**src/timer_status_pkg.sv**
```systemverilog
package timer_status_pkg;

    // bus geometry
    localparam int ADDR_W = 8;
    localparam int DATA_W = 32;
    localparam int SEL_W = 4;
    localparam int REG_W = 16;

    // register byte offsets
    localparam logic [ADDR_W-1:0] OFF_CH6 = 8'h00;
    localparam logic [ADDR_W-1:0] OFF_CH7 = 8'h04;
    localparam logic [ADDR_W-1:0] OFF_CH8 = 8'h08;
    localparam logic [ADDR_W-1:0] OFF_IRQ_STAT = 8'h0C;
    localparam logic [ADDR_W-1:0] OFF_IRQ_MASK = 8'h10;

    // field layout of the channel 6/7/8 registers
    localparam int SUB_N = 4;
    localparam int CNT_W = 16;
    localparam int CYC_LSB = 0;
    localparam int DIR_LSB = 4;
    localparam int RSVD_LSB = 8;
    localparam int RSVD_W = 8;
    localparam int ONESHOT_W = 16;

    // interrupt status / mask layout
    localparam int IRQ_W = 3;
    localparam int IRQ_CH6 = 0;
    localparam int IRQ_CH7 = 1;
    localparam int IRQ_CH8 = 2;

    // values after reset and fixed values
    localparam logic [SUB_N-1:0] CYC_RESET = 4'h0;
    localparam logic [ONESHOT_W-1:0] ONESHOT_RESET = 16'h0000;
    localparam logic [IRQ_W-1:0] IRQ_RESET = 3'h0;
    localparam logic [CNT_W-1:0] ZERO_COUNT = 16'h0000;
    localparam logic [RSVD_W-1:0] RSVD_VALUE = 8'h00;

endpackage : timer_status_pkg

```
**src/flag_bank_if.sv**
```systemverilog
`timescale 1ns/10ps
interface flag_bank_if #(parameter int W = 4);
    logic [W-1:0] setEv;
    logic [W-1:0] clrReq;
    logic [W-1:0] flags;
    logic rdStrobe;
    logic wrStrobe;

    modport bank (input setEv, input clrReq, input rdStrobe, input wrStrobe, output flags);
    modport ctrl (output setEv, output clrReq, output rdStrobe, output wrStrobe, input flags);
endinterface : flag_bank_if

```
**src/flag_bank.sv**
```systemverilog
`timescale 1ns/10ps
module flag_bank
    import timer_status_pkg::*;
#(
    parameter int W = 4
)
(
    // clock and reset
    input wire logic clk,
    input wire logic rst_n,
    // flag control from the register slave
    flag_bank_if.bank fb
);

    logic [W-1:0] flags_q;
    logic [W-1:0] flags_d;
    logic [W-1:0] armed_q;
    logic [W-1:0] armed_d;
    logic [W-1:0] clearNow;

    ////////////////////////////////////////////////////////////////////////////
    // a clear needs the bit armed by an earlier read that saw it at 1
    assign clearNow = fb.clrReq & armed_q & {W{fb.wrStrobe}};
    // set is or-ed in last so an event in the clearing cycle survives
    assign flags_d = (flags_q & ~clearNow) | fb.setEv;
    // the arm is dropped on a clear, even when a set wins, so software reads again
    assign armed_d = (armed_q | ({W{fb.rdStrobe}} & flags_q)) & ~clearNow;

    always_ff @(posedge clk)
    begin
        if (!rst_n)
        begin
            flags_q <= '0;
        end
        else
        begin
            flags_q <= flags_d;
        end
    end

    always_ff @(posedge clk)
    begin
        if (!rst_n)
        begin
            armed_q <= '0;
        end
        else
        begin
            armed_q <= armed_d;
        end
    end

    assign fb.flags = flags_q;
endmodule : flag_bank

```
**src/timer_status_flags.sv**
```systemverilog
// The Wishbone slave port and the register offsets were decided locally.
`timescale 1ns/10ps
// Functional notes
// reserved upper byte of channel 6/7 reads zero
// software writes zero into reserved bits
// channel 7 direction bits always read zero
// channel 6 bits 7..4 show count direction
// cycle flag sets on counter equals cycle value
// complementary PWM: set on zero while down
// cycle flag clears by read one, write zero
// software writes only zero to clear flags
// channel 8 holds sixteen one-shot flags, reset zero
// one-shot flag sets on down-counter underflow
// one-shot flag clears by read one, write zero
// write one or unarmed zero ignored; set wins
// read-as-one arming is kept per bit
module timer_status_flags
    import timer_status_pkg::*;
(
    // clock and reset
    input wire logic clk,
    input wire logic rst_n,
    // wishbone slave
    input wire logic wb_cyc_i,
    input wire logic wb_stb_i,
    input wire logic wb_we_i,
    input wire logic [ADDR_W-1:0] wb_adr_i,
    input wire logic [SEL_W-1:0] wb_sel_i,
    input wire logic [DATA_W-1:0] wb_dat_i,
    output logic [DATA_W-1:0] wb_dat_o,
    output logic wb_ack_o,
    // timer state, channels 6 and 7
    input wire logic compPwmMode,
    input wire logic [SUB_N-1:0] ch6CountDown,
    input wire logic [SUB_N-1:0][CNT_W-1:0] ch6Counter,
    input wire logic [SUB_N-1:0][CNT_W-1:0] ch6Cycle,
    input wire logic [SUB_N-1:0][CNT_W-1:0] ch7Counter,
    input wire logic [SUB_N-1:0][CNT_W-1:0] ch7Cycle,
    // channel 8 down-counter underflow pulses
    input wire logic [ONESHOT_W-1:0] ch8Underflow,
    // interrupt
    output logic irq
);

    function automatic logic regHit(input logic [ADDR_W-1:0] adr, input logic [ADDR_W-1:0] off);
        regHit = (adr == off);
    endfunction : regHit

    flag_bank_if #(.W(SUB_N)) ch6If ();
    flag_bank_if #(.W(SUB_N)) ch7If ();
    flag_bank_if #(.W(ONESHOT_W)) ch8If ();

    logic ack_q;
    logic [DATA_W-1:0] rdData_q;
    logic [DATA_W-1:0] rdMux;
    logic busReq;
    logic rdAcc;
    logic wrAcc;
    logic [REG_W-1:0] laneMask;
    logic [REG_W-1:0] zeroBits;
    logic [SUB_N-1:0] ch6Cond;
    logic [SUB_N-1:0] ch7Cond;
    logic [SUB_N-1:0] ch6Cond_q;
    logic [SUB_N-1:0] ch7Cond_q;
    logic [IRQ_W-1:0] irqEv;
    logic [IRQ_W-1:0] irqStat_q;
    logic [IRQ_W-1:0] irqStat_d;
    logic [IRQ_W-1:0] irqMask_q;
    logic [IRQ_W-1:0] irqMask_d;
    logic irq_q;

    ////////////////////////////////////////////////////////////////////////////
    // bus access: every request is answered one edge after it is taken
    assign busReq = wb_cyc_i && wb_stb_i && !ack_q;
    assign rdAcc = busReq && !wb_we_i;
    assign wrAcc = busReq && wb_we_i;
    assign laneMask = {{8{wb_sel_i[1]}}, {8{wb_sel_i[0]}}};
    // a bit clears only where a zero is written in a selected lane
    assign zeroBits = ~wb_dat_i[REG_W-1:0] & laneMask;

    always_ff @(posedge clk)
    begin
        if (!rst_n)
        begin
            ack_q <= 1'b0;
        end
        else
        begin
            ack_q <= busReq;
        end
    end

    // unmapped offsets answer with zero and ignore writes
    always_comb
    begin
        rdMux = '0;
        if (regHit(wb_adr_i, OFF_CH6))
        begin
            rdMux[RSVD_LSB +: RSVD_W] = RSVD_VALUE;
            rdMux[DIR_LSB +: SUB_N] = ch6CountDown;
            rdMux[CYC_LSB +: SUB_N] = ch6If.flags;
        end
        else if (regHit(wb_adr_i, OFF_CH7))
        begin
            rdMux[RSVD_LSB +: RSVD_W] = RSVD_VALUE;
            rdMux[DIR_LSB +: SUB_N] = CYC_RESET;
            rdMux[CYC_LSB +: SUB_N] = ch7If.flags;
        end
        else if (regHit(wb_adr_i, OFF_CH8))
        begin
            rdMux[ONESHOT_W-1:0] = ch8If.flags;
        end
        else if (regHit(wb_adr_i, OFF_IRQ_STAT))
        begin
            rdMux[IRQ_W-1:0] = irqStat_q;
        end
        else if (regHit(wb_adr_i, OFF_IRQ_MASK))
        begin
            rdMux[IRQ_W-1:0] = irqMask_q;
        end
    end

    always_ff @(posedge clk)
    begin
        if (!rst_n)
        begin
            rdData_q <= '0;
        end
        else if (rdAcc)
        begin
            rdData_q <= rdMux;
        end
        else
        begin
            rdData_q <= '0;
        end
    end

    assign wb_ack_o = ack_q;
    assign wb_dat_o = rdData_q;

    ////////////////////////////////////////////////////////////////////////////
    // compare events: edge of the match condition, so a counter parked on its
    // cycle value does not re-set the flag right after software clears it
    for (genvar i = 0; i < SUB_N; i++)
    begin : g_match
        logic zeroDown;
        assign zeroDown = (ch6Counter[i] == ZERO_COUNT) && ch6CountDown[i];
        assign ch6Cond[i] = compPwmMode ? zeroDown : (ch6Counter[i] == ch6Cycle[i]);
        assign ch7Cond[i] = compPwmMode ? zeroDown : (ch7Counter[i] == ch7Cycle[i]);
    end

    always_ff @(posedge clk)
    begin
        if (!rst_n)
        begin
            ch6Cond_q <= CYC_RESET;
            ch7Cond_q <= CYC_RESET;
        end
        else
        begin
            ch6Cond_q <= ch6Cond;
            ch7Cond_q <= ch7Cond;
        end
    end

    ////////////////////////////////////////////////////////////////////////////
    // flag banks; reserved and direction bits are never passed on as clears
    assign ch6If.setEv = ch6Cond & ~ch6Cond_q;
    assign ch6If.clrReq = zeroBits[CYC_LSB +: SUB_N];
    assign ch6If.rdStrobe = rdAcc && regHit(wb_adr_i, OFF_CH6);
    assign ch6If.wrStrobe = wrAcc && regHit(wb_adr_i, OFF_CH6);

    assign ch7If.setEv = ch7Cond & ~ch7Cond_q;
    assign ch7If.clrReq = zeroBits[CYC_LSB +: SUB_N];
    assign ch7If.rdStrobe = rdAcc && regHit(wb_adr_i, OFF_CH7);
    assign ch7If.wrStrobe = wrAcc && regHit(wb_adr_i, OFF_CH7);

    assign ch8If.setEv = ch8Underflow;
    assign ch8If.clrReq = zeroBits[ONESHOT_W-1:0];
    assign ch8If.rdStrobe = rdAcc && regHit(wb_adr_i, OFF_CH8);
    assign ch8If.wrStrobe = wrAcc && regHit(wb_adr_i, OFF_CH8);

    flag_bank #(.W(SUB_N)) u_ch6 (
        .clk(clk),
        .rst_n(rst_n),
        .fb(ch6If.bank)
    );

    flag_bank #(.W(SUB_N)) u_ch7 (
        .clk(clk),
        .rst_n(rst_n),
        .fb(ch7If.bank)
    );

    flag_bank #(.W(ONESHOT_W)) u_ch8 (
        .clk(clk),
        .rst_n(rst_n),
        .fb(ch8If.bank)
    );

    ////////////////////////////////////////////////////////////////////////////
    // interrupt: sticky per channel, cleared by reading the status word
    assign irqEv[IRQ_CH6] = |ch6If.setEv;
    assign irqEv[IRQ_CH7] = |ch7If.setEv;
    assign irqEv[IRQ_CH8] = |ch8If.setEv;
    assign irqStat_d = (irqStat_q & ~{IRQ_W{rdAcc && regHit(wb_adr_i, OFF_IRQ_STAT)}}) | irqEv;
    assign irqMask_d = (wrAcc && regHit(wb_adr_i, OFF_IRQ_MASK) && wb_sel_i[0])
        ? wb_dat_i[IRQ_W-1:0] : irqMask_q;

    always_ff @(posedge clk)
    begin
        if (!rst_n)
        begin
            irqStat_q <= IRQ_RESET;
        end
        else
        begin
            irqStat_q <= irqStat_d;
        end
    end

    always_ff @(posedge clk)
    begin
        if (!rst_n)
        begin
            irqMask_q <= IRQ_RESET;
        end
        else
        begin
            irqMask_q <= irqMask_d;
        end
    end

    // built from next values so the pin tracks the status word without lag
    always_ff @(posedge clk)
    begin
        if (!rst_n)
        begin
            irq_q <= 1'b0;
        end
        else
        begin
            irq_q <= |(irqStat_d & irqMask_d);
        end
    end

    assign irq = irq_q;

    // every lane is watched, so a match on any sub-channel proves its set path
    for (genvar k = 0; k < SUB_N; k++)
    begin : g_match_chk

    end
endmodule : timer_status_flags

```
**config.mk**
```make
export PLATFORM = sky130hd
export DESIGN_NAME = timer_status_flags
export DESIGN_NICKNAME = d
export VERILOG_FILES = /design/src/timer_status_pkg.sv /design/src/flag_bank_if.sv /design/src/flag_bank.sv /design/src/timer_status_flags.sv
export SDC_FILE = /design/constraint.sdc
export NUM_CORES = 1
export LEC_CHECK = 0
export ABC_AREA = 1
export BUFFER_PORTS_ARGS = -buffer_cell sky130_fd_sc_hd__buf_2
export CAP_MARGIN = 25
export CORE_AREA = 3 3 138 140
export DETAILED_ROUTE_END_ITERATION = 8
export DIE_AREA = 0 0 141 143
export HOLD_SLACK_MARGIN = 0.15
export PLACE_DENSITY = 0.78
export REMOVE_ABC_BUFFERS = 1
export SLEW_MARGIN = 10
export SYNTH_ARGS = -nofsm -noshare
export SYNTH_HDL_FRONTEND = slang
export SYNTH_SLANG_ARGS = --single-unit
export TNS_END_PERCENT = 50
```
**constraint.sdc**
```tcl
create_clock -name clk -period 1.3 [get_ports clk]
set_input_delay 0.13 -clock clk [delete_from_list [all_inputs] [get_ports clk]]
set_output_delay 0.13 -clock clk [all_outputs]
set_load 0.01 [all_outputs]
```
* Word-level counts from Yosys, hierarchy flattened *
Index checks and enable logic that the tools add are counted.

word-level totals
  output and inout bits = 34
  register bits after elaboration = 96

cells by class
  reduce and logical (&&, ||, !) cells = 30
  equality and inequality tests = 12
  mux-type cells = 15
  bitwise operators = 37

operators with widths
  operator            number
  $eq 16x16->1        8
  $and 16x16->16      6
  $logic_not 16->1    4
  $and 4x4->4         12
  $not 16->16         2
  $or 16x16->16       2
  $logic_and 1x1->1   17
  $eq 8x4->1 const B  2
  $mux 8              2
  $not 4->4           4
  $or 4x4->4          4
  $reduce_or 16->1    1
  $mux 3              4
  $eq 8x3->1 const B  1
  $eq 8x5->1 const B  1
  $logic_not 8->1     1
  $mux 1              8
  $reduce_or 4->1     2
  $and 3x3->3         2
  $mux 5              1
  $reduce_or 5->1     1
  $not 1->1           3
  $not 3->3           1
  $or 3x3->3          1
  other kinds (3)     4

* Logic depth before layout (Yosys ltp) *
Gate-level depths: netlist (run 1).

  depth in word-level cells = 9
  mapped depth = 12
  mapped depth without buffers = 12

* Modules after synthesis *
A second synthesis (run 1) with hierarchy kept.

unflattened totals
  cells, all modules = 1013
  area, all modules = 5906.9 um^2

by module, submodules not included
  module                  cells each  sequential area each (um^2)  area an instance (um^2)  times used
  timer_status_flags      783         640.6                        4033.9                   1
  flag_bank at u_ch8      154         640.6                        1262.5                   1
  flag_bank at u_ch6 ...  38          160.2                        305.3                    2

* Worst setup path before layout (run 1) *
Ideal clock, no wire load.

  path kind = flip-flop to flip-flop
  start point = register ack_q (netlist: wb_ack_o)
  end point = register irq_q (netlist: irq)
  clock period less this slack = 1.396 ns
  arrival time = 1.273 ns
  slack = -0.096 ns
  required time = 1.177 ns
  buffers on the path = 0
  cell stages (with the launch flop) = 11
  path through = dfxtp_1 > nor2_1 > inv_1 > nor2_4 > inv_1 > nor2_1 > nor2_1 > inv_1 > nand2_1 > o21bai_1 > nand3_1

on the way
  word-level cells in the longest chain between the ends = 9
  elaborated cells on any way between the ends = 13
  those cells by class = mux: 1; bitwise: 4; reduce/logical: 8

ends and longest elaborated chain
  what                    RTL line                   text
  from (decl)             timer_status_flags.sv:53   logic ack_q;
  from (signal assigned)  timer_status_flags.sv:89   ack_q <= busReq;
  $logic_not 1->1 *       timer_status_flags.sv:74   assign busReq = wb_cyc_i && wb_stb_i && !ack_q;
  $logic_and 1x1->1 *     timer_status_flags.sv:74
  $logic_and 1x1->1       timer_status_flags.sv:75   assign rdAcc = busReq && !wb_we_i;
  $logic_and 1x1->1       timer_status_flags.sv:207  assign irqStat_d = (irqStat_q & ~{IRQ_W{rdAcc && regHit(wb_adr_i, OFF_IRQ_STAT)}}) | irqEv;
  $not 3->3               timer_status_flags.sv:207
  $and 3x3->3             timer_status_flags.sv:207
  $or 3x3->3              timer_status_flags.sv:207
  $and 3x3->3 *           timer_status_flags.sv:244  irq_q <= |(irqStat_d & irqMask_d);
  $reduce_or 3->1 *       timer_status_flags.sv:244
  to (signal assigned)    timer_status_flags.sv:244
  to (decl)               timer_status_flags.sv:70   logic irq_q;

Mark *: on every way between the ends. The rest lies on a longest branch, timed or not.
A chain may end at the register's enable or synchronous reset.

* Worst setup path in the final report (run 1) *
  start point = register ack_q (netlist: wb_ack_o)
  end point = register u_ch8.flags_q[2] (netlist: u_ch8.fb.flags[2])

on the way
  word-level cells in the longest chain between the ends = 8

ends and longest elaborated chain
  what                  RTL line                   text
  $logic_not 1->1       timer_status_flags.sv:74
  $logic_and 1x1->1     timer_status_flags.sv:74
  $logic_and 1x1->1     timer_status_flags.sv:76   assign wrAcc = busReq && wb_we_i;
  $logic_and 1x1->1     timer_status_flags.sv:182  assign ch8If.wrStrobe = wrAcc && regHit(wb_adr_i, OFF_CH8);
  $and 16x16->16        flag_bank.sv:23            assign clearNow = fb.clrReq & armed_q & {W{fb.wrStrobe}};
  $not 16->16           flag_bank.sv:25            assign flags_d = (flags_q & ~clearNow) | fb.setEv;
  $and 16x16->16        flag_bank.sv:25
  $or 16x16->16         flag_bank.sv:25
  to (signal assigned)  flag_bank.sv:37            flags_q <= flags_d;
  to (decl)             flag_bank.sv:15            logic [W-1:0] flags_q;

No other way between the ends.

==> impl_results.md, run 1 <==
- Core ar.: 18000 sq um
- Total number of vias: approximately 7500
- Async SR Flop Fraction: 0%
- FF-to-FF setup slack: -0.12 ns
- Root buf cell: clkbuf_16
- Sequential fraction of the synthesis area: between 20% and 30%
- RSZ-0062 raised after global routing: yes
- Area after DPL: roughly 8200 sq um
- Maximum fanout along the worst path: 7
- Library cells used by synthesis: 43
- First-pass GRT wire length: 31.7 mm
- Final WS setup: -0.118 ns
- Cells after Synth: 1009
- Synth Area in Adders: 0%
- Worst setup SP type: flop
- Most common cell after layout, fill and taps aside: buf_2
- Leakage: 5.09 nW
- Number of global-route vias before repair: about 6800
- Post-Synth XOR/XNOR Area: under 10%
- Area grow syn2layout: 52.4%
- Buffers on Ports: 325
- Clock-pin slew on the worst setup and hold paths: approximately 0.07 ns
- Crit path cell chain: nor2_4 > nand2_4 > buf_6 > nor2_8 > inv_8 > nor3_4 > or2_1 > a21oi_1
- Gpl congestion: between 0.8 and 0.9
- Num CTS Buffers: 9
- Vias per inst: ~4.5
- Pre-CTS setup slack: -0.265 ns
- Final cycle utilization of the critical path: 109%
- Maximum Capacitance Violations: 0
- Hold_ws: between 0.1 and 0.15 ns
- Initial antenna violation count: 1
- Detailed Place HPWL: roughly 17 mm
- Syn avg cell area: just under 6 sq um
- Grt ovf: 0
- Outcome: complete, but fails checks
- Mux cell area share after synthesis: 0%
- Final ANT Viol Nets: 0
- Total track usage: about 19%
- Die height: approximately 140 um
- Io pins: 360
- CP startpoint: wb_ack_o$_SDFF_PN0_
- Crit path buffers/inverters: 2
- Synth Area in Simple Gates: just over 40%
- Drt initial violations: around 400
- DRT Pass-1 Iters: 5
- CP Capture Point: u_ch8.fb.flags[2]$_SDFF_PN0_
- Skew final: between 0.006 and 0.007 ns
- Synth area leaders: dfxtp_1 (27%), nand2_1 (16%), nor2_1 (14%), inv_1 (13%), xor2_1 (8.5%)
- Chip width: roughly 140 um
- Failing checks: negative setup slack
- Final Cell Area: just over 9000 sq um
- Clock latency on the worst-skew pair: 0.34 ns
- Top delay family on crit path: simple AND/OR/NAND/NOR gates
- Area share of the largest cell type after synthesis: between 20 and 30%
- Fillers: roughly 1700
- Fmax: 0.705 GHz
- Hold Path Origin: wb_dat_i[8]
- Largest family of logic cells by synthesized area: simple AND/OR/NAND/NOR gates
- Synth Cell Area: between 5000 and 6000 sq um
- CP peak stage delay: around 0.34 ns
- Most frequent cells in the layout: buf_2 (325), nand2_1 (243), nor2_1 (211), inv_1 (194), dfxtp_1 (79)
- Full die area: ~20000 sq um
- Pwr dens: between 700 and 800 nW/um^2
- Critical path required time: 1.53 ns
- Crit. path cell count: 8
- Largest net degree at the start of global routing: between 40 and 50
- Reg2reg path depth: 8
- CTS tree: built
- Initial core utilization: 33.1%
- # DRC: 0
- CP endpoint kind: flop
- Hold Violations, Final: 0
- Post-synthesis register bit count: 80
- Tot Pwr: 0.00682 W
- Slowest-stage cell, CP: dfxtp_2
- Min-delay worst type: input port to flop
- Synth Area in Compound Gates: 7.66%
- CP arrival: between 1.5 and 2 ns
- Final setup fails: 50
- DRT Wirelength: roughly 22 mm
- VDD IR max: between 0.6 and 0.7 mV
- Crit path time final: ~1.4 ns
- Clock Tree Buf Depth: 2
- Num rows: just under 50
- Yosys warning count: 0
- Yosys top cell by area: dfxtp_1
- Kind of critical path: flop to flop
- Prevailing post-synth register cell: dfxtp_1
- H-tree levels: 3
- Worst reg2reg path endpoint: u_ch8.fb.flags[2]$_SDFF_PN0_
- Post-synth EDFFs: 0
- Clk sinks: 80
- Final-stage net count: approximately 1700
- Reg2reg start: wb_ack_o$_SDFF_PN0_
- Avg WL per Cell: roughly 13 um
- Max-slew violations: 0
- Fraction of layout instances using a drive strength above 1: around a third
## final cells by class
type                       count  area (sq um)  share of cell area, %
multi-input combinational    720          3740                   41.3
timing repair buffer         408          2360                   26.0
antenna                        1          2.50                 0.0276
sequential                    80          1600                   17.7
tap                          229           287                   3.16
inverter                     201           766                   8.45
clock buffer                   9           225                   2.49
clock inverter                 7          80.1                  0.884
## worst register-to-register path, cell delays in order, from the launching register on
cell	delay (ns)
dfxtp_2	0.34
nor2_4	0.12
nand2_4	0.09
buf_6	0.14
nor2_8	0.17
inv_8	0.09
nor3_4	0.16
or2_1	0.15
a21oi_1	0.06
## kinds of logic (layout without fill, tap and decap cells)
| group | Yosys count | count (layout) |
|---|---|---|
| compound gates | 73 | 73 |
| flops | 80 | 80 |
| other cells | 1 | 17 |
| xor+xnor | 62 | 62 |
| buf+inv | 225 | 625 |
| simple gates | 568 | 569 |
## per-stage QoR
step	utilization (%)	std cells	setup TNS [ns]
2_1_floorplan	-	1000	-3.30
4_1_cts	49.4	1652	-0.118
6_report	50.4	1655	-2.31
3_5_place_dp	45.4	1604	-8.69
5_1_grt	50.4	1655	-6.02
3_3_place_gp	45.4	1604	-8.01
## report_power, final
group	switching [W]	internal (W)	leakage [nW]	total (W)
sequential	0.0000374	0.00252	0.654	0.00256
combinational	0.000841	0.000789	4.29	0.00163
clock	0.00112	0.00151	0.148	0.00263
total	0.00199	0.00483	5.09	0.00682
## timing repair
item / CTS / global route
hold buffers: 28 / 0
gates cloned: 0 / 1
setup endpoints to repair: 55 / 62
buffers inserted: 4 / 1
gates resized for setup: 30 / 47
endpoints found under the hold margin: 26 / 0
pin swaps: 7 / 8
## worst min path at each step
stage	endpoint	slack, ns	cells after the start
2_1_floorplan	u_ch8.fb.flags[10]$_SDFF_PN0_	0.24	2
3_3_place_gp	u_ch8.fb.flags[11]$_SDFF_PN0_	0.36	3
3_5_place_dp	u_ch8.fb.flags[11]$_SDFF_PN0_	0.39	3
4_1_cts	u_ch8.armed_q[6]$_SDFF_PN0_	0.15	5
5_1_grt	u_ch8.armed_q[6]$_SDFF_PN0_	0.18	5
6_report	u_ch8.fb.flags[8]$_SDFF_PN0_	0.14	5
## flip-flops by register name, summed over array words and instances, names as in the netlist
register / flops
irq: 1
irqMask_q: 3
u_ch8.fb.flags: 16
u_ch8.armed_q: 16
wb_ack_o: 1
u_ch7.armed_q: 4
wb_dat_o: 16
irqStat_q: 3
u_ch7.fb.flags: 4
ch6Cond_q: 4
ch7Cond_q: 4
u_ch6.armed_q: 4
u_ch6.fb.flags: 4
## synthesized netlist by cell type (2+ instances only)
cell        n
o21ai_1     3
o22ai_1     3
nor4_1      4
o31ai_2     3
buf_4      16
nor2_1    214
nor3b_1     6
o21ai_0    19
nor2_4      4
nor3_1     25
nor2_2      3
nand2_1   252
nand2_2     3
or2_2      10
or2_1       4
o32ai_1     2
a21oi_1    28
xor2_1     58
clkbuf_1    5
nor3b_2     2
xnor2_1     4
nor3_2      3
o21bai_1    2
nand4_1    11
o21ai_2    10
dfxtp_1    80
nand3_1    22
inv_1     198
## metal layers
metal | track usage (%) | wire length (um) | up-vias | part of all wire [%]
met3 | 3.08 | 1630 | 70 | 7.5
met2 | 34.9 | 10800 | 340 | 50
li1 | - | - | 3815 | -
met4 | 7.09 | 786 | 0 | 3.6
met5 | 0 | 0 | - | 0
met1 | 23.0 | 8590 | 3234 | 39
No activity file was read; power rests on OpenSTA's default activity.
==> run 2, diff against run 1 <==
--- a/config.mk
+++ b/config.mk
@@ -14,7 +14,6 @@
 export HOLD_SLACK_MARGIN = 0.15
 export PLACE_DENSITY = 0.78
 export REMOVE_ABC_BUFFERS = 1
-export SLEW_MARGIN = 10
 export SYNTH_ARGS = -nofsm -noshare
 export SYNTH_HDL_FRONTEND = slang
 export SYNTH_SLANG_ARGS = --single-unit
==> constraint.sdc (replaced) <==
create_clock -name clk -period 1.3 [get_ports clk]
set_input_delay 0.39 -clock clk [delete_from_list [all_inputs] [get_ports clk]]
set_output_delay 0.39 -clock clk [all_outputs]
set_load 0.01 [all_outputs]
==> run 2 against run 1 <==
Net effect: the run still ends with negative setup slack left; global-route usage up 0.26 points; worst hold slack better by 0.22 ns; final area grew 2.6%; die area did not move; critical path type is now input port to flop; largest power group is now registers; sequential share of layout area fell by 0.44 points; critical path depth grew 1.
==> impl_results.md, run 2 (same netlist as run 1, synthesis figures left out) <==
- FF-to-FF setup slack: -0.14 ns (-0.02 ns)
- Outcome: complete, but fails checks
- Pre-CTS setup slack: -0.541 ns (-0.276 ns)
- Failing checks: negative setup slack
- Largest net degree at the start of global routing: 23 (-47%)
- CP endpoint kind: flop
- Full die area: 20200 sq um (unchanged)
- Number of global-route vias before repair: 7082 (+3.4%)
- Fraction of layout instances using a drive strength above 1: 39.1% (+4.5 points)
- Clock latency on the worst-skew pair: 0.34 ns (about the same)
- Slowest-stage cell, CP: nor4_2
- Critical path required time: 1.58 ns (+0.05 ns)
- Most common cell after layout, fill and taps aside: buf_2
- Initial antenna violation count: 1 (unchanged)
- Maximum Capacitance Violations: 0 (unchanged)
- Grt ovf: 0 (unchanged)
- Final cycle utilization of the critical path: 118% (+8.6 points)
- Worst reg2reg path endpoint: u_ch7.armed_q[2]$_SDFF_PN0_
- Reg2reg path depth: 8 (unchanged)
- Clk sinks: 80 (unchanged)
- DRT Wirelength: 22.1 mm (+1.3%)
- Detailed Place HPWL: 16.7 mm (+1.2%)
- RSZ-0062 raised after global routing: yes
- Die height: 143 um (unchanged)
- VDD IR max: 0.716 mV (+14%)
- Crit path buffers/inverters: 2 (unchanged)
- Crit path time final: 1.53 ns (+0.112 ns)
- Num rows: 49 (unchanged)
- Crit path cell chain: buf_6 > nor2_4 > nand2_4 > nor4_2 > buf_4 > nand2_1 > o21ai_0 > nand2_1 > nor2_1
- CP arrival: 1.81 ns (+0.17 ns)
- Clock Tree Buf Depth: 2 (unchanged)
- Fin util: 51.7% (+1.3 points)
- Fmax: 0.654 GHz (-7.3%)
- Most used cell, CP: nand2_1
- Hold Violations, Final: 0 (unchanged)
- Top delay family on crit path: simple AND/OR/NAND/NOR gates
- Pwr dens: 726 nW/um^2 (-3.6%)
- Reg2reg start: wb_ack_o$_SDFF_PN0_
- Final ANT Viol Nets: 0 (unchanged)
- Placed insts: 1617 (+0.81%)
- Min-delay worst type: input port to flop
- Hold_ws: 0.357 ns (+0.217 ns)
- # DRC: 0 (unchanged)
- Fillers: 1666 (+0.66%)
- Leakage: 5.22 nW (+2.6%)
- Hold-fix buffers, CTS: 0 (-100%)
- DRT Pass-1 Iters: 5 (unchanged)
- Chip width: 141 um (unchanged)
- Hold Path Depth: 4 (-1)
- Final setup fails: 61 (+22%)
- Hold Path Origin: ch8Underflow[8]
- Total number of vias: 7451 (-0.11%)
- Root buf cell: clkbuf_16
- Avg WL per Cell: 13.4 um (+1.5%)
- Final-stage net count: 1742 (-0.23%)
- Num CTS Buffers: 9 (unchanged)
- CP peak stage delay: 0.38 ns (+0.04 ns)
- Core ar.: 18000 sq um (unchanged)
- Vias per inst: 4.51 (+0.13%)
- Initial core utilization: 33.1% (unchanged)
- Hold Path End: u_ch8.fb.flags[8]$_SDFF_PN0_
- Area grow syn2layout: 56.3%
- Total track usage: 19.6% (+0.26 points)
- Skew final: 0.00727 ns (+0.000668 ns)
- Kind of critical path: input port to flop
- Tot Pwr: 0.00674 W (-1.1%)
- Buffers on Ports: 325 (unchanged)
- Drt initial violations: 317 (-20%)
- CTS tree: built
- Clock-pin slew on the worst setup and hold paths: 0.07 ns (about the same)
- Io pins: 360 (unchanged)
- Gpl congestion: 0.914 (+1.7%)
- Final WS setup: -0.230 ns (-0.112 ns)
- Maximum fanout along the worst path: 3 (-4)
- Most frequent cells in the layout: buf_2 (321), nand2_1 (235), nor2_1 (204), inv_1 (196), dfxtp_1 (79)
- Max-slew violations: 0 (unchanged)
- Layout Cells excl Fill: 1651 (-0.24%)
- H-tree levels: 3 (unchanged)
- Worst setup SP type: input port
- First-pass GRT wire length: 32.0 mm (+0.93%)
## run 2: report_power, final
| group | total (W) | switching, W | leakage, nW | internal, W |
|---|---|---|---|---|
| Sequential | 0.00256 | 0.0000353 | 0.654 | 0.00252 |
| Combinational | 0.00168 | 0.000886 | 4.44 | 0.000795 |
| Clock | 0.00250 | 0.00113 | 0.134 | 0.00137 |
| Total | 0.00674 | 0.00205 | 5.22 | 0.00469 |
## run 2: layer usage
| metal | GRT usage [%] | up-vias | share of wire, % | routed length (um) |
|---|---|---|---|---|
| met1 | 22.2 | 3258 | 38 | 8510 |
| met2 | 36.7 | 330 | 51 | 11200 |
| li1 | - | 3802 | - | - |
| met5 | 0 | - | 0 | 0 |
| met3 | 3.22 | 61 | 7.5 | 1650 |
| met4 | 7.29 | 0 | 3.4 | 751 |
## run 2: stage by stage
stage / setup TNS [ns] / cell area [sq um]
2_1_floorplan: -19.08 / 5840
3_3_place_gp: -26.22 / 8270
3_5_place_dp: -29.25 / 8270
4_1_cts: -1.35 / 9020
5_1_grt: -10.22 / 9290
6_report: -4.31 / 9290
## run 2: worst max path at each step
stage,start,end,slack (ns),depth (start not counted)
floorplan,rst_n,wb_dat_o[5]$_SDFF_PN0_,-0.48,4
global placement,wb_adr_i[7],wb_dat_o[2]$_SDFF_PN0_,-0.51,11
detailed placement,wb_adr_i[7],wb_dat_o[2]$_SDFF_PN0_,-0.54,11
CTS,wb_adr_i[7],u_ch6.fb.flags[0]$_SDFF_PN0_,-0.1,11
global route,wb_adr_i[6],u_ch7.armed_q[2]$_SDFF_PN0_,-0.32,9
finish,wb_adr_i[6],u_ch7.armed_q[2]$_SDFF_PN0_,-0.23,9
## run 2: cell type report
cell class	count	area, sq um	share of cell area (%)
antenna	1	2.50	0.0269
clock buffer	10	239	2.57
clock inverter	6	51.3	0.552
inverter	201	782	8.41
multi-input combinational	720	4010	43.1
sequential	80	1600	17.2
tap	229	287	3.08
timing repair buffer	404	2320	25.0
## run 2: repair_timing
item | 4_1_cts | 5_1_grt
cloned | 1 | 0
setup buffers | 13 | 4
pin swaps | 24 | 28
gates resized for setup | 84 | 65
setup endpoints to repair | 58 | 71
## run 2: worst min-delay path: stages
cell     delay (ns)
buf_2          0.09
buf_4          0.10
a21oi_2        0.03
nor2_1         0.06
